--- src/include/gwd_map.svh ---
// gwd_map.svh: addresses, reset values, field positions and timing counts of the watchdog.
// assumes: included by its bare name from the package only; the design modules use its macros from there.
`ifndef GWD_MAP_SVH
`define GWD_MAP_SVH

// host byte addresses and engine word addresses
`define GWD_LIMIT_LO_ADDR 16'hF126
`define GWD_LIMIT_HI_ADDR 16'hF127
`define GWD_LIMIT_WORD_ADDR 16'h0E93
`define GWD_COUNT_LO_ADDR 16'hF258
`define GWD_COUNT_HI_ADDR 16'hF259
`define GWD_COUNT_WORD_ADDR 16'h0F2C

// reset values
`define GWD_LIMIT_RESET 16'hFFFE
`define GWD_COUNT_RESET 16'h0000
`define GWD_RDATA_RESET 16'h0000

// byte fields inside a 16-bit register
`define GWD_LO_LSB 0
`define GWD_HI_LSB 8
`define GWD_BYTE_W 8

// timing: clock period, oscillator period, divider, reset pulse length
`define GWD_CLK_PERIOD_NS 4
`define GWD_OSC_PERIOD_NS 1000
`define GWD_OSC_CYCLES (`GWD_OSC_PERIOD_NS / `GWD_CLK_PERIOD_NS)
`define GWD_TICK_DIV 16
`define GWD_RST_PULSE_CYCLES 16

`endif

--- src/include/gwd_pkg.sv ---
// gwd_pkg: types shared by the watchdog design files.
// assumes: gwd_map.svh is on the include path.
`include "gwd_map.svh"

package gwd_pkg;

  typedef logic [15:0] gwd_word_t;

  // access handshake states, one-hot
  typedef enum logic [3:0] {
    GWD_IDLE   = 4'h1,
    GWD_SETTLE = 4'h2,
    GWD_EXEC   = 4'h4,
    GWD_DONE   = 4'h8
  } gwd_state_t;

  // register select, one bit per byte lane
  typedef struct packed {
    logic lim_lo;
    logic lim_hi;
    logic cnt_lo;
    logic cnt_hi;
  } gwd_sel_t;

endpackage : gwd_pkg

--- src/rtl/gwd_sync.sv ---
// gwd_sync: two-flop synchroniser for inputs from outside the clock domain.
// assumes: each bit is an independent level; buses are held stable by the sender.
`timescale 1ns/1ps
`default_nettype none

module gwd_sync #(
  parameter int WIDTH = 1
) (
  // clock and reset
  input wire logic clk,
  input wire logic rst_n,
  // level in and out
  input wire logic [WIDTH-1:0] din,
  output logic [WIDTH-1:0] dout
);

  logic [WIDTH-1:0] meta_q;
  logic [WIDTH-1:0] sync_q;

  // first stage feeds only the second
  always_ff @(posedge clk or negedge rst_n) begin
    if (!rst_n) begin
      meta_q <= '0;
      sync_q <= '0;
    end else begin
      meta_q <= din;
      sync_q <= meta_q;
    end
  end

  assign dout = sync_q;

endmodule : gwd_sync

`default_nettype wire

--- src/rtl/gwd_tick.sv ---
// gwd_tick: stands in for the free-running oscillator and its divide-by-16 stage.
// assumes: clk is the watchdog's own always-running clock, never gated.
`timescale 1ns/1ps
`default_nettype none

module gwd_tick (
  // clock and reset
  input wire logic clk,
  input wire logic rst_n,
  // one-cycle pulse per counter increment
  output logic tick
);

  logic [7:0] osc_q;
  logic [7:0] osc_d;
  logic [3:0] div_q;
  logic [3:0] div_d;
  logic tick_q;
  logic tick_d;

  always_comb begin
    osc_d = osc_q + 8'h01;
    div_d = div_q;
    tick_d = 1'b0;
    // one oscillator period elapsed
    if (osc_q == 8'(`GWD_OSC_CYCLES - 1)) begin
      osc_d = 8'h00;
      div_d = div_q + 4'h1;
      if (div_q == 4'(`GWD_TICK_DIV - 1)) begin
        div_d = 4'h0;
        tick_d = 1'b1;
      end
    end
  end

  always_ff @(posedge clk or negedge rst_n) begin
    if (!rst_n) begin
      osc_q <= 8'h00;
      div_q <= 4'h0;
      tick_q <= 1'b0;
    end else begin
      osc_q <= osc_d;
      div_q <= div_d;
      tick_q <= tick_d;
    end
  end

  assign tick = tick_q;

endmodule : gwd_tick

`default_nettype wire

--- src/rtl/gwd_top.sv ---
// gwd_top: watchdog timer with its limit and count registers and chip reset output.
// assumes: clk is the watchdog's own oscillator-derived clock that keeps running when the
// processor clock stops; register accesses arrive asynchronously by a four-phase handshake.
`timescale 1ns/1ps
`default_nettype none

// Function
// - reset chip when count reaches limit
// - count oscillator ticks divided by sixteen
// - keep counting without the main clock
// - timeout restores limit and count power-on values
// - limit read or write clears count
// - reset limit 0xFFFE, enabled at start
// - high-byte limit read restarts counter
// - limit write stores limit, clears count, except in a timeout cycle
// - zero limit disables timeout reset
// - debug mode holds watchdog disabled
// - limit at byte pair and word address
// - count readable at byte pair, word
module gwd_top
  import gwd_pkg::*;
(
  // clock and reset
  input wire logic clk,
  input wire logic arst_n,
  // register access handshake from the processor or motion engine
  input wire logic acc_req,
  input wire logic acc_wr,
  input wire logic acc_word,
  input wire logic [15:0] acc_addr,
  input wire logic [15:0] acc_wdata,
  output logic acc_ack,
  output logic [15:0] acc_rdata,
  // debug port state
  input wire logic dbg_active,
  // status and reset
  output logic wdt_running,
  output logic chip_rst
);

  // reset release through two flops
  logic rst_meta_q;
  logic rst_n_q;

  always_ff @(posedge clk or negedge arst_n) begin
    if (!arst_n) begin
      rst_meta_q <= 1'b0;
      rst_n_q <= 1'b0;
    end else begin
      rst_meta_q <= 1'b1;
      rst_n_q <= rst_meta_q;
    end
  end

  // every asynchronous input passes two flops
  logic [35:0] in_raw;
  logic [35:0] in_s;
  logic req_s;
  logic wr_s;
  logic word_s;
  logic [15:0] addr_s;
  logic [15:0] wdata_s;
  logic dbg_s;

  assign in_raw = {acc_req, acc_wr, acc_word, acc_addr, acc_wdata, dbg_active};

  gwd_sync #(
    .WIDTH(36)
  ) gwd_sync_inst (
    .clk(clk),
    .rst_n(rst_n_q),
    .din(in_raw),
    .dout(in_s)
  );

  assign req_s = in_s[35];
  assign wr_s = in_s[34];
  assign word_s = in_s[33];
  assign addr_s = in_s[32:17];
  assign wdata_s = in_s[16:1];
  assign dbg_s = in_s[0];

  // counter time base
  logic tick;

  gwd_tick gwd_tick_inst (
    .clk(clk),
    .rst_n(rst_n_q),
    .tick(tick)
  );

  // address decode, shared by read and write paths
  function automatic gwd_sel_t gwd_decode(input logic word, input logic [15:0] addr);
    gwd_sel_t sel;
    sel = '0;
    if (word && addr == `GWD_LIMIT_WORD_ADDR) begin
      sel.lim_lo = 1'b1;
      sel.lim_hi = 1'b1;
    end else if (word && addr == `GWD_COUNT_WORD_ADDR) begin
      sel.cnt_lo = 1'b1;
      sel.cnt_hi = 1'b1;
    end else if (!word && addr == `GWD_LIMIT_LO_ADDR) begin
      sel.lim_lo = 1'b1;
    end else if (!word && addr == `GWD_LIMIT_HI_ADDR) begin
      sel.lim_hi = 1'b1;
    end else if (!word && addr == `GWD_COUNT_LO_ADDR) begin
      sel.cnt_lo = 1'b1;
    end else if (!word && addr == `GWD_COUNT_HI_ADDR) begin
      sel.cnt_hi = 1'b1;
    end
    return sel;
  endfunction : gwd_decode

  // access handshake state
  gwd_state_t state_q;
  gwd_state_t state_d;
  logic ack_q;
  logic ack_d;
  gwd_word_t rdata_q;
  gwd_word_t rdata_d;
  logic exec;

  // command snapshot taken in the settle state
  logic cmd_wr_q;
  logic cmd_wr_d;
  logic cmd_word_q;
  logic cmd_word_d;
  gwd_word_t cmd_addr_q;
  gwd_word_t cmd_addr_d;
  gwd_word_t cmd_wdata_q;
  gwd_word_t cmd_wdata_d;

  // watchdog state
  gwd_word_t limit_q;
  gwd_word_t limit_d;
  gwd_word_t count_q;
  gwd_word_t count_d;
  logic [4:0] rst_cnt_q;
  logic [4:0] rst_cnt_d;
  logic chip_rst_q;
  logic chip_rst_d;
  logic running_q;
  logic running_d;

  gwd_sel_t sel;
  logic restart;
  logic lim_wr;
  gwd_word_t lim_new;
  logic enabled;
  logic timeout;

  assign exec = (state_q == GWD_EXEC);
  assign sel = gwd_decode(cmd_word_q, cmd_addr_q);

  // one extra settle cycle: address and data are captured a cycle after the request is seen
  always_comb begin
    state_d = state_q;
    ack_d = ack_q;
    rdata_d = rdata_q;
    case (state_q)
      GWD_IDLE: begin
        if (req_s) begin
          state_d = GWD_SETTLE;
        end
      end
      GWD_SETTLE: begin
        state_d = GWD_EXEC;
      end
      GWD_EXEC: begin
        rdata_d = `GWD_RDATA_RESET;
        if (!cmd_wr_q) begin
          if (cmd_word_q) begin
            if (sel.lim_lo) begin
              rdata_d = limit_q;
            end else if (sel.cnt_lo) begin
              rdata_d = count_q;
            end
          end else begin
            if (sel.lim_lo) begin
              rdata_d = {8'h00, limit_q[`GWD_LO_LSB +: `GWD_BYTE_W]};
            end else if (sel.lim_hi) begin
              rdata_d = {8'h00, limit_q[`GWD_HI_LSB +: `GWD_BYTE_W]};
            end else if (sel.cnt_lo) begin
              rdata_d = {8'h00, count_q[`GWD_LO_LSB +: `GWD_BYTE_W]};
            end else if (sel.cnt_hi) begin
              rdata_d = {8'h00, count_q[`GWD_HI_LSB +: `GWD_BYTE_W]};
            end
          end
        end
        ack_d = 1'b1;
        state_d = GWD_DONE;
      end
      GWD_DONE: begin
        // four-phase: drop ack once the request has gone
        if (!req_s) begin
          ack_d = 1'b0;
          state_d = GWD_IDLE;
        end
      end
      default: begin
        state_d = GWD_IDLE;
        ack_d = 1'b0;
      end
    endcase
  end

  always_ff @(posedge clk or negedge rst_n_q) begin
    if (!rst_n_q) begin
      state_q <= GWD_IDLE;
      ack_q <= 1'b0;
      rdata_q <= `GWD_RDATA_RESET;
    end else begin
      state_q <= state_d;
      ack_q <= ack_d;
      rdata_q <= rdata_d;
    end
  end

  // a sender that moves the bus early cannot split one access across two decodes
  always_comb begin
    cmd_wr_d = cmd_wr_q;
    cmd_word_d = cmd_word_q;
    cmd_addr_d = cmd_addr_q;
    cmd_wdata_d = cmd_wdata_q;
    if (state_q == GWD_SETTLE) begin
      cmd_wr_d = wr_s;
      cmd_word_d = word_s;
      cmd_addr_d = addr_s;
      cmd_wdata_d = wdata_s;
    end
  end

  always_ff @(posedge clk or negedge rst_n_q) begin
    if (!rst_n_q) begin
      cmd_wr_q <= 1'b0;
      cmd_word_q <= 1'b0;
      cmd_addr_q <= 16'h0000;
      cmd_wdata_q <= 16'h0000;
    end else begin
      cmd_wr_q <= cmd_wr_d;
      cmd_word_q <= cmd_word_d;
      cmd_addr_q <= cmd_addr_d;
      cmd_wdata_q <= cmd_wdata_d;
    end
  end

  // merge written bytes into the limit
  always_comb begin
    lim_new = limit_q;
    if (cmd_word_q) begin
      lim_new = cmd_wdata_q;
    end else if (sel.lim_lo) begin
      lim_new[`GWD_LO_LSB +: `GWD_BYTE_W] = cmd_wdata_q[7:0];
    end else if (sel.lim_hi) begin
      lim_new[`GWD_HI_LSB +: `GWD_BYTE_W] = cmd_wdata_q[7:0];
    end
  end

  // any touch of either limit byte restarts; count register reads do not
  assign restart = exec && (sel.lim_lo || sel.lim_hi);
  assign lim_wr = restart && cmd_wr_q;
  assign enabled = (limit_q != 16'h0000) && !dbg_s;
  assign timeout = enabled && (count_q == limit_q) && !chip_rst_q;

  always_comb begin
    limit_d = limit_q;
    count_d = count_q;
    rst_cnt_d = rst_cnt_q;
    chip_rst_d = chip_rst_q;
    running_d = enabled;
    if (timeout) begin
      // the timeout returns the limit and count to power-on values too
      limit_d = `GWD_LIMIT_RESET;
      count_d = `GWD_COUNT_RESET;
      rst_cnt_d = 5'(`GWD_RST_PULSE_CYCLES - 1);
      chip_rst_d = 1'b1;
    end else begin
      if (chip_rst_q) begin
        if (rst_cnt_q == 5'h00) begin
          chip_rst_d = 1'b0;
        end else begin
          rst_cnt_d = rst_cnt_q - 5'h01;
        end
      end
      if (lim_wr) begin
        limit_d = lim_new;
      end
      if (restart || !enabled || chip_rst_q) begin
        count_d = `GWD_COUNT_RESET;
      end else if (tick) begin
        count_d = count_q + 16'h0001;
      end
    end
  end

  always_ff @(posedge clk or negedge rst_n_q) begin
    if (!rst_n_q) begin
      limit_q <= `GWD_LIMIT_RESET;
      count_q <= `GWD_COUNT_RESET;
      rst_cnt_q <= 5'h00;
      chip_rst_q <= 1'b0;
      running_q <= 1'b0;
    end else begin
      limit_q <= limit_d;
      count_q <= count_d;
      rst_cnt_q <= rst_cnt_d;
      chip_rst_q <= chip_rst_d;
      running_q <= running_d;
    end
  end

  assign acc_ack = ack_q;
  assign acc_rdata = rdata_q;
  assign wdt_running = running_q;
  assign chip_rst = chip_rst_q;

endmodule : gwd_top

`default_nettype wire

--- config.mk ---
export PLATFORM = sky130hd
export DESIGN_NAME = gwd_top
export DESIGN_NICKNAME = d
export VERILOG_FILES = /design/src/include/gwd_pkg.sv /design/src/rtl/gwd_sync.sv /design/src/rtl/gwd_tick.sv /design/src/rtl/gwd_top.sv
export VERILOG_INCLUDE_DIRS = /design/src /design/src/include
export SDC_FILE = /design/constraint.sdc
export NUM_CORES = 1
export LEC_CHECK = 0
export BUFFER_PORTS_ARGS = -buffer_cell sky130_fd_sc_hd__clkbuf_2
export CAP_MARGIN = 20
export CORE_UTILIZATION = 54
export CTS_CLUSTER_DIAMETER = 80
export DETAILED_ROUTE_END_ITERATION = 16
export HOLD_SLACK_MARGIN = 0.05
export PLACE_DENSITY_LB_ADDON = 0.05
export RECOVER_POWER = 50
export SKIP_LAST_GASP = 1
export SLEW_MARGIN = 15
export SYNTH_ARGS = -nofsm -noshare
export SYNTH_HDL_FRONTEND = slang
export SYNTH_SLANG_ARGS = --single-unit
--- constraint.sdc ---
create_clock -name clk -period 6.8 [get_ports clk]
set_input_delay 0.68 -clock clk [delete_from_list [all_inputs] [get_ports clk]]
set_output_delay 0.68 -clock clk [all_outputs]
set_load 0.1 [all_outputs]
; ---- Word-level counts from Yosys, hierarchy flattened
; Cells that the tools add are included.
[totals]
ff_bits = 181
inputBits = 38
output_inout_bits = 19
elab_cells = 116
[classes]
n_addsub = 4
eq_ne = 17
mux = 43
bitwise_logic = 1
reduce_logical = 31
[op_table]
columns = op, count
row1 = $mux 16, 10
row2 = $eq 16x16->1 const B, 4
row3 = $mux 8, 8
row4 = $eq 16x12->1 const B, 2
row5 = $add 16x1->16 const B, 1
row6 = $eq 16x16->1, 1
row7 = $pmux 4 s4, 1
row8 = $reduce_bool 16->1, 1
row9 = $mux 5, 3
row10 = $mux 4, 3
row11 = $logic_and 1x1->1, 11
row12 = $mux 1, 11
row13 = $mux 2, 5
row14 = $reduce_bool 3->1, 3
row15 = $add 8x1->8 const B, 1
row16 = $eq 4x4->1 const B, 2
row17 = $eq 8x8->1 const B, 1
row18 = $reduce_and 2->1, 4
row19 = $logic_not 5->1, 1
row20 = $sub 5x1->5 const B, 1
row21 = $add 4x1->4 const B, 1
row22 = $eq 4x1->1 const B, 1
row23 = $eq 4x2->1 const B, 1
row24 = $eq 4x3->1 const B, 1
row25 = other kinds (11), 18

; ---- Longest topological paths before layout
; Gate-level depths: netlist (run 1).
[logic_depth]
word_depth = 14
ltp_mapped = 8
ltp_nobuf = 7

; ---- Cells and area by module
; A second synthesis (run 1) with hierarchy kept.
[hier_totals]
cells_unflattened = 595
hier_area_um2 = 7439.6
[by_module_without_submodules]
columns = mod, n_inst, cells_each, area_each_um2
row1 = gwd_top, 1, 468, 4996.0
row2 = gwd_sync, 1, 72, 1801.7
row3 = gwd_tick, 1, 55, 641.9

; ---- Worst setup path after synthesis (run 1)
; Ideal clock, no wire load.
[synth_timing]
path_kind = register -> register
startpoint = register chip_rst_q (netlist: chip_rst)
endpoint = register count_q[10]
t_arrival_ps = 1878
t_required_ps = 6714
setup_slack_ps = 4835
stages_incl_launch_ff = 6
n_path_buf = 2
synth_period_minus_slack_ps = 1965
path_cell_list = dfrtp_1 -> or3_1 -> nand2b_1 -> clkbuf_1 -> clkbuf_1 -> nor3_1
[synth_between]
elab_chain_len = 3
word_cells_on_any_way = 6
[synth_rtl]
columns = element, line_no
row1 = start: declaration, gwd_top.sv:140  ; logic chip_rst_q;
row2 = start signal: assignment, gwd_top.sv:307  ; chip_rst_q <= chip_rst_d;
row3 = $logic_or 1x1->1 or $logic_not 1->1 (tied branches), "gwd_top.sv:288, gwd_top.sv:263"
row4 = $mux 16 or $logic_and 1x1->1 (tied branches), "gwd_top.sv:288, gwd_top.sv:263"
row5 = $mux 16 or $reduce_bool 3->1 (tied branches), n/a
row6 = end signal: assignment, gwd_top.sv:299  ; count_q <= `GWD_COUNT_RESET;
row7 = end signal: assignment, gwd_top.sv:305  ; count_q <= count_d;
row8 = end: declaration, gwd_top.sv:136  ; gwd_word_t count_q;
; Several ways; a longest one is shown, not always the timed one.
; A chain may end at the register's enable or synchronous reset.

; ---- Worst setup path after layout (run 1)
[layout_timing]
startpoint = register state_q[0]
endpoint = register cmd_addr_q[8]
[layout_between]
elab_chain_len = 1
[layout_rtl]
columns = element, line_no
row1 = start: declaration, gwd_top.sv:115  ; gwd_state_t state_q;
row2 = start signal: assignment, gwd_top.sv:213  ; state_q <= state_d;
row3 = $eq 4x2->1, gwd_top.sv:225  ; if (state_q == GWD_SETTLE) begin
row4 = end signal: assignment, gwd_top.sv:242  ; cmd_addr_q <= cmd_addr_d;
row5 = end: declaration, gwd_top.sv:128  ; gwd_word_t cmd_addr_q;
; Every way passes these cells.

==> results of run 1 <==
==> repair_timing <==
action | 4_1_cts | 5_1_grt
endpoints found under the setup margin | 0 | 0
endpoints found under the hold margin | 2 | 0
hold buffers | 1 | 0
buffers inserted | 0 | 0
==> per-stage QoR <==
step	setup WS (ns)	instance area, um2
floorplan	1.41	7290
global placement	4.43	7730
detailed placement	4.36	7730
CTS	4.28	8340
global route	3.37	8340
finish	3.95	8340
==> cell usage after synthesis (all sizes together), types with 3 or more instances <==
| library cell | instances |
|---|---|
| dfrtp | 165 |
| nand2 | 46 |
| o21ai | 40 |
| mux2 | 34 |
| nor3 | 33 |
| xor2 | 30 |
| nand3 | 29 |
| a21oi | 17 |
| nor2 | 17 |
| clkbuf | 16 |
| dfstp | 16 |
| nor4 | 13 |
| a32oi | 10 |
| nor2b | 10 |
| xnor2 | 10 |
| nand2b | 9 |
| a2111oi | 8 |
| a21o | 8 |
| a22o | 8 |
| and3 | 7 |
| buf | 7 |
| inv | 7 |
| nand4 | 7 |
| ha | 6 |
| or3 | 4 |
| and4 | 3 |
| nor4b | 3 |
| or2 | 3 |
==> power breakdown <==
| group | switching, uW | internal [uW] | total [uW] |
|---|---|---|---|
| clock | 402 | 584 | 985 |
| combinational | 231 | 252 | 484 |
| sequential | 247 | 1310 | 1560 |
| total | 880 | 2150 | 3030 |
==> worst reg2reg max path: cells and delay by family (launching register included) <==
kind                   cells  cell delay, ns
DFF                        1            0.45
muxes                      1            0.49
buffers and inverters      1            1.42
and+or+nand+nor            2            0.36
==> cells by family after synthesis <==
group                      share of synthesized area
buffers and inverters                         0.0180
DFF                                            0.624
AOI/OAI and AO/OA                             0.0880
muxes                                         0.0552
adders and majority gates                     0.0103
and+or+nand+nor                                0.156
other                                       0.000514
xor gates and xnor gates                      0.0480
==> area by class of cell <==
type                            count  share of cell area
Clock buffer                       22              0.0581
Clock inverter                     10              0.0143
Inverter                            7             0.00315
Multi-Input combinational cell    379               0.314
Sequential cell                   181               0.545
Tap cell                          176              0.0264
Timing Repair Buffer               63              0.0389
==> sequential cells by signal (all words and copies together) (netlist names) <==
| signal | flops |
|---|---|
| acc_ack | 1 |
| acc_rdata | 16 |
| chip_rst | 1 |
| cmd_addr_q | 16 |
| cmd_wdata_q | 16 |
| cmd_word_q | 1 |
| cmd_wr_q | 1 |
| count_q | 16 |
| gwd_sync_inst.dout | 36 |
| gwd_sync_inst.meta_q | 36 |
| gwd_tick_inst.div_q | 4 |
| gwd_tick_inst.osc_q | 8 |
| gwd_tick_inst.tick | 1 |
| limit_q | 16 |
| rst_cnt_q | 5 |
| rst_meta_q | 1 |
| rst_n_q | 1 |
| state_q | 4 |
| wdt_running | 1 |
==> path summary, 6_finish.rpt <==
check	from	endpoint	slack [ns]	depth (start not counted)
max	state_q[0]	cmd_addr_q[8]	3.95	4
min	gwd_sync_inst.meta_q[23]	gwd_sync_inst.dout[23]	0.35	0
max reg2reg	state_q[0]	cmd_addr_q[8]	3.95	4
min reg2reg	gwd_sync_inst.meta_q[23]	gwd_sync_inst.dout[23]	0.35	0
max in group asynchronous	rst_n_q	rst_cnt_q[4]	3.99	1
min in group asynchronous	arst_n	rst_meta_q	0.57	2
==> per-layer routing <==
metal  track usage  routed length, um
met5             0                  0
met4        0.0921                219
met1         0.317               6710
met2         0.366               7040
met3        0.0439                679
==> metrics, run 1 <==
power consumption 3030 uW; # DRC 0; Final period util 0.419; Core Area 13200 um2; Critical Path Source Type flip-flop; RSZ-0062 raised after global routing no; number of global-route vias before repair ~4800; row cnt 42; Synth area leaders dfrtp_1, dfstp_2, mux2_2; average cell area after synthesis 12.4 um2; initial antenna violation count 0; CP Class reg -> reg; GRT overflow 0; Post-synth EDFFs 0; most area-hungry cell type in the Yosys netlist dfrtp_1; clock root cell clkbuf_16; layout net count 693; synth warn 0; Min-Delay Path Class reg -> reg; Max Clk Rate 351 MHz; Seq cells post-synth 181; vias roughly 4800; CTS resizes 0; worst path bufs/invs 1; crit path max fanout 37; fin util 0.632; family with the most delay on the worst path buffers and inverters; most common cell after layout, fill and taps aside dfrtp_1; Storage cell area 4550 um2; # IOs between 50 and 60; Async SR Flop Fraction 1.00; violated checks capacitance limit, slew limit; clock-pin transition on the worst setup and hold timing paths roughly 0.060 ns; Worst Hold Margin about 0.35 ns; area grow syn2layout 14.4%; Die Area 14000 um2; Fin. Hold Viols 0; die height 118 um; antenna diode count 0; Die Wd 118 um; share of layout cells above drive strength 1 0.233; vias per std cell 5.72; CTS buffer count 17; initial DRC count 293; Cells after Synth 590; status finished, violations left; CTS H-tree depth 4; crit path time final 2.85 ns; CTS tree done; max-cap violations 2; drt wl/cell between 15 and 20 um; CP required slightly above 7 ns; CP arrival 3.15 ns; Slew @ Worst Pin 2.36 ns; wirelength, routed 14600 um; fin cells 838; sequential fraction of the synthesis area 0.624; Critical Path Sink Type flip-flop; final setup violation count 0; most frequent cells in the layout dfrtp_1, clkbuf_2, nand2_1, o21ai_0; CTS Buffer Depth 2; largest net degree at the start of global routing 63; Fin Setup TNS 0 ns; All-Layer GR Usage 0.231; synthesized area 7290 um2; gpl congestion 0.861; Pwr Density 363 nW/um2; Worst path max stage delay roughly 1.4 ns; number of distinct library cells after synthesis 59; Fillers ~1100; Synth Flop Type dfrtp_1; Slowest cell on crit path clkbuf_1; syn nets between 600 and 700; Critical Path, Cell by Cell nand2b_1, nor3_4, clkbuf_1, mux2_2; slew margin rel. -0.571; multi-input logic area between 2000 and 3000 um2; Fin Clk Skew 0.0128 ns; post-DP HPWL 9920 um; antenna-violating nets left 0; placed insts 803; fin. max-slew vios 99; starting density of the core 0.553; first-pass GRT wire length 24800 um; Pleak 0.00370 uW; # clock sinks 181; Worst VDD drop 0.250 mV; Clock Latency Late Sink 0.43 ns; drt first pass iters 5; Synth top area share 0.566; Port-buffer cells 56
Power figures use the tool's default switching activity.
==> inputs of run 2 (changes only) <==
Clock period 6.8 ns to 2.53 ns, I/O delays scaled along.
==> metrics, run 2 (same netlist as run 1, synthesis figures left out) <==
status finished, violations left (unchanged); violated checks DRC (was capacitance limit, slew limit); most frequent cells in the layout dfrtp_1, clkbuf_2, nand2_1, dlygate4sd3_1, o21ai_0 (was dfrtp_1, clkbuf_2, nand2_1, o21ai_0); max-cap violations 0 (was 2); post-DP HPWL 10100 um (was 9920 um); CTS tree done (unchanged); CTS Hold Buffers Added 37 (was 1); DP Area 7890 um2 (was 7730 um2); first-pass GRT wire length 25500 um (was 24800 um); Pwr Density 933 nW/um2 (was 363 nW/um2); fin util 0.669 (was 0.632); reg2reg start cmd_addr_q[6] (was state_q[0]); drt wl/cell 17.2 um (was 17.5 um); Clock Latency Late Sink 0.43 ns (about the same); die height 118 um (unchanged); # IOs 57 (unchanged); wirelength, routed 15200 um (was 14600 um); Worst path max stage delay 0.56 ns (was 1.42 ns); antenna diode count 0 (unchanged); Storage cell area 4550 um2 (about the same); Worst VDD drop 0.642 mV (was 0.250 mV); Port-buffer cells 56 (unchanged); Slowest cell on crit path or4b_4 (was clkbuf_1); R2R setup slack 0.32 ns (was 3.95 ns); initial antenna violation count 0 (unchanged); Slew @ Worst Pin 1.13 ns (was 2.36 ns); crit path max fanout 8 (was 37); area grow syn2layout 21.0% (was 14.4%); Critical Path Sink Type flip-flop (unchanged); RSZ-0062 raised after global routing no (unchanged); busiest layer in global routing met2 (unchanged); Worst R2R Path Depth 5 (was 4); most common cell after layout, fill and taps aside dfrtp_1 (unchanged); drt first pass iters 11 (was 5); Die Wd 118 um (unchanged); M3 GR Usage 0.0507 (was 0.0439); FF-to-FF End limit_q[8] (was cmd_addr_q[8]); met1 usage 0.332 (was 0.317); gpl congestion 0.863 (was 0.861); final instance area 8820 um2 (was 8340 um2); multi-input logic area 2620 um2 (unchanged); GRT met2 Usage 0.375 (was 0.366); vias 4990 (was 4797); Core Area 13200 um2 (unchanged); Max Clk Rate 452 MHz (was 351 MHz); number of global-route vias before repair 4888 (was 4782); CTS buffer count 17 (unchanged); Setup Fix Bufs, Post-CTS 0 (unchanged); final setup violation count 0 (unchanged); CP required 2.87 ns (was 7.10 ns); slew margin rel. 0.245 (was -0.571); initial DRC count 519 (was 293); Fin Setup TNS 0 ns (unchanged); share of layout cells above drive strength 1 0.242 (was 0.233); Fin. Hold Viols 0 (unchanged); Fillers 993 (was 1051); antenna-violating nets left 0 (unchanged); layout net count 743 (was 693); Fin Clk Skew 0.00708 ns (was 0.0128 ns); # DRC 1 (was 0); crit path time final 2.21 ns (was 2.85 ns); Die Area 14000 um2 (unchanged); CTS resizes 0 (unchanged); CP Class reg -> reg (unchanged); CTS Buffer Depth 2 (unchanged); Pleak 0.00394 uW (was 0.00370 uW); row cnt 42 (unchanged); All-Layer GR Usage 0.241 (was 0.231); Critical Path Source Type flip-flop (unchanged); CTS H-tree depth 4 (unchanged); CP arrival 2.55 ns (was 3.15 ns); clock root cell clkbuf_16 (unchanged); clock-pin transition on the worst setup and hold timing paths 0.07 ns (was 0.06 ns); # clock sinks 181 (unchanged); Critical Path, Cell by Cell or4b_4, nor3_2, a32oi_1, a2111oi_0, o21ai_1 (was nand2b_1, nor3_4, clkbuf_1, mux2_2); Min-Delay Path Class in -> async (was reg -> reg); GRT overflow 0 (unchanged); vias per std cell 5.62 (was 5.72); largest net degree at the start of global routing 52 (was 63); Final period util 0.875 (was 0.419); fin. max-slew vios 0 (was 99); starting density of the core 0.553 (unchanged)
==> run 2: changes by cell type in the layout (fill, tap and decap cells not counted) <==
| cell | delta |
|---|---|
| clkbuf_1 | -3 |
| buf_12 | +1 |
| clkbuf_8 | -2 |
| dlygate4sd3_1 | +36 |
| inv_8 | +1 |
| clkinv_4 | +2 |
| clkbuf_4 | +1 |
| buf_4 | +14 |
| dfrtp_2 | +1 |
| dfrtp_1 | -1 |
==> run 2: area by class of cell <==
type | count | share of cell area
Clock buffer | 19 | 0.0513
Clock inverter | 13 | 0.0167
Inverter | 7 | 0.00298
Tap cell | 176 | 0.0250
Timing Repair Buffer | 113 | 0.0917
Multi-Input combinational cell | 379 | 0.297
Sequential cell | 181 | 0.516
==> run 2: through the flow <==
stage	std cells	worst slack, ns	hold slack (ns)	power (uW)
finish	888	0.317	0.125	8230
global route	888	0.0802	0.121	8670
CTS	888	0.346	0.108	8300
detailed placement	819	0.359	0.0396	5570
global placement	819	0.404	0.0381	5510
floorplan	590	0.565	-0.0426	5070
==> run 2: worst max-delay path by stage <==
stage,from,end
floorplan,chip_rst,count_q[10]
CTS,cmd_addr_q[6],acc_rdata[1]
detailed placement,cmd_addr_q[4],limit_q[13]
global route,cmd_addr_q[4],limit_q[8]
finish,cmd_addr_q[6],limit_q[8]
global placement,state_q[3],count_q[0]
==> run 2: critical path: cells and delay by family (launching register included) <==
family | cells | cell delay (ns)
DFF | 1 | 0.41
and+or+nand+nor | 2 | 0.78
AOI/OAI and AO/OA | 3 | 0.93
==> run 2: power by group <==
part           internal (uW)  switching (uW)  leakage, uW
combinational            731             694      0.00143
clock                   1520            1140     0.000294
sequential              3520             627      0.00221
total                   5770            2460      0.00394
==> run 2: per-layer routing <==
layer | wire length (um) | part of all wire
met2 | 7500 | 0.49
met4 | 220 | 0.014
met1 | 6800 | 0.45
met3 | 721 | 0.047
met5 | 0 | 0
==> inputs of run 3 (changes only) <==
Settings changed: ABC_AREA set to 1.
==> metrics, run 3 <==
status finished clean (was finished, violations left); gpl congestion 0.943 (was 0.863); Critical Path Source Type flip-flop (unchanged); Critical Path, Cell by Cell inv_2, nand4_1, nor2_1, a21oi_2, nand3_4, nand3_4, nor2_1 (was or4b_4, nor3_2, a32oi_1, a2111oi_0, o21ai_1); Async SR Flop Fraction 1.00 (unchanged); antenna-violating nets left 0 (unchanged); Die Wd 122 um (was 118 um); Seq cells post-synth 181 (unchanged); Critical Path Sink Type flip-flop (unchanged); final setup violation count 0 (unchanged); Synth area leaders dfrtp_1, nand2_1, dfstp_2 (was dfrtp_1, dfstp_2, mux2_2); Fillers 1139 (was 993); # clock sinks 181 (unchanged); Worst R2R Path Depth 7 (was 5); GRT overflow 0 (unchanged); Worst VDD drop 0.759 mV (was 0.642 mV); Fin. Hold Viols 0 (unchanged); Clock Latency Late Sink 0.43 ns (about the same); Synth top area share 0.533 (was 0.566); Slew @ Worst Pin 1.10 ns (was 1.13 ns); crit path max fanout 30 (was 8); initial antenna violation count 0 (unchanged); Synth Flop Type dfrtp_1 (unchanged); power consumption 8630 uW (was 8230 uW); Pwr Density 932 nW/um2 (was 933 nW/um2); # DRC 0 (was 1); CP Class reg -> reg (unchanged); CTS Buffer Depth 2 (unchanged); Max Clk Rate 457 MHz (was 452 MHz); initial DRC count 411 (was 519); Setup Fix Bufs, Post-CTS 0 (unchanged); drt wl/cell 15.9 um (was 17.2 um); post-DP HPWL 13200 um (was 10100 um); Post-synth EDFFs 0 (unchanged); area grow syn2layout 19.5% (was 21.0%); Slowest cell on crit path dfstp_2 (was or4b_4); antenna diode count 0 (unchanged); Pleak 0.00460 uW (was 0.00394 uW); slew margin rel. 0.266 (was 0.245); synthesized area 7750 um2 (was 7290 um2); average cell area after synthesis 8.96 um2 (was 12.4 um2); max-cap violations 0 (unchanged); reg2reg start limit_q[11] (was cmd_addr_q[6]); row cnt 43 (was 42); most frequent cell after synthesis nand2_1 (was dfrtp_1); vias per std cell 5.30 (was 5.62); syn nets 909 (was 634); R2R setup slack 0.34 ns (was 0.32 ns); most common cell after layout, fill and taps aside nand2_1 (was dfrtp_1); sequential fraction of the synthesis area 0.587 (was 0.624); RSZ-0062 raised after global routing no (unchanged); Port-buffer cells 56 (unchanged); number of global-route vias before repair 6117 (was 4888); CP required 2.85 ns (was 2.87 ns); starting density of the core 0.556 (was 0.553); Die Area 14800 um2 (was 14000 um2); Storage cell area 4550 um2 (about the same); worst path bufs/invs 1 (was 0); crit path time final 2.19 ns (was 2.21 ns); CTS resizes 0 (unchanged); multi-input logic area 2800 um2 (was 2620 um2); All-Layer GR Usage 0.275 (was 0.241); share of layout cells above drive strength 1 0.159 (was 0.242); clock-pin transition on the worst setup and hold timing paths 0.07 ns (about the same); most frequent cells in the layout nand2_1, dfrtp_1, nor2_1, inv_1, clkbuf_2 (was dfrtp_1, clkbuf_2, nand2_1, dlygate4sd3_1, o21ai_0); Min-Delay Path Class in -> async (unchanged); Fin Setup TNS 0 ns (unchanged); first-pass GRT wire length 30500 um (was 25500 um); layout net count 1017 (was 743); wirelength, routed 18600 um (was 15200 um); synth warn 0 (unchanged); CTS buffer count 17 (unchanged); Fin Clk Skew 0.0102 ns (was 0.00708 ns); # IOs 57 (unchanged); Cells after Synth 865 (was 590); Final period util 0.864 (was 0.875); number of distinct library cells after synthesis 38 (was 59); clock root cell clkbuf_16 (unchanged); Core Area 13900 um2 (was 13200 um2); Worst path max stage delay 0.63 ns (was 0.56 ns); vias 6184 (was 4990); family with the most delay on the worst path simple AND/OR/NAND/NOR gates (was compound AO/OA/AOI/OAI gates); FF-to-FF End count_q[0] (was limit_q[8]); CTS H-tree depth 4 (unchanged); CTS Hold Buffers Added 37 (unchanged); CP arrival 2.50 ns (was 2.55 ns); largest net degree at the start of global routing 48 (was 52); die height 122 um (was 118 um); CTS tree done (unchanged); most area-hungry cell type in the Yosys netlist dfrtp_1 (unchanged); fin. max-slew vios 0 (unchanged); list of most frequent post-synthesis cells nand2_1, dfrtp_1, nor2_1 (was dfrtp_1, nand2_1, o21ai_0); drt first pass iters 5 (was 11)
==> run 3: cell count changes after synthesis, moves of 10 or more <==
| cell | change |
|---|---|
| nand2_1 | +210 |
| nor2_1 | +76 |
| inv_1 | +62 |
| a21oi_1 | +31 |
| mux2_2 | -30 |
| nand3_1 | +19 |
| xor2_1 | -14 |
| inv_2 | +12 |
| nor2_2 | +12 |
| o21ai_0 | +12 |
| nor4_1 | -11 |
| a32oi_1 | -10 |
| nor2b_1 | -10 |
| nor3_1 | -10 |
==> run 3: per-layer routing <==
metal,vias to the layer above,global-route usage,part of all wire
li1,2974,-,-
met1,2995,0.366,0.44
met2,183,0.445,0.48
met3,32,0.0571,0.053
met4,0,0.100,0.023
met5,-,0,0
==> run 3: how the worst max path moves through the flow <==
stage                startpoint    endpoint  depth (start not counted)
floorplan              chip_rst  count_q[6]                          9
global route        limit_q[10]  count_q[2]                          8
finish              limit_q[11]  count_q[0]                          7
detailed placement  limit_q[11]  count_q[3]                          7
global placement    limit_q[11]  count_q[3]                          7
CTS                 limit_q[11]  count_q[3]                          7
==> run 3: report_power, final <==
| part | internal [uW] | switching [uW] |
|---|---|---|
| clock network | 1530 | 1220 |
| registers | 3320 | 328 |
| logic | 642 | 1590 |
==> run 3: through the flow <==
stage / worst slack (ns) / cells / utilization / hold slack, ns / instance area (um2)
after floorplan: 0.543 / 865 / - / -0.0426 / 7750
after global placement: 0.365 / 1097 / 0.596 / 0.0375 / 8310
after detailed placement: 0.375 / 1097 / 0.596 / 0.0427 / 8310
after CTS: 0.351 / 1166 / 0.668 / 0.112 / 9300
after global routing: 0.221 / 1166 / 0.664 / 0.160 / 9260
final: 0.344 / 1166 / 0.664 / 0.173 / 9260
==> run 3: final cells by class <==
| cell class | count | area share |
|---|---|---|
| flip-flops and latches | 181 | 0.492 |
| multi-input cells | 587 | 0.303 |
| repair buffers | 104 | 0.0796 |
| clock buffers | 18 | 0.0475 |
| inverters | 82 | 0.0335 |
| well taps | 180 | 0.0243 |
| clock inverters | 14 | 0.0201 |
==> run 3: kinds of logic (layout without fill, tap and decap cells) <==
kind of cell / Yosys count / in the layout / synth area share
simple gates: 461 / 461 / 0.261
flops: 181 / 181 / 0.587
compound gates: 97 / 97 / 0.0649
buf+inv: 97 / 218 / 0.0515
xor+xnor: 20 / 20 / 0.0226
fa+ha+maj: 6 / 6 / 0.00969
mux: 2 / 2 / 0.00258
other cells: 1 / 1 / 0.000484
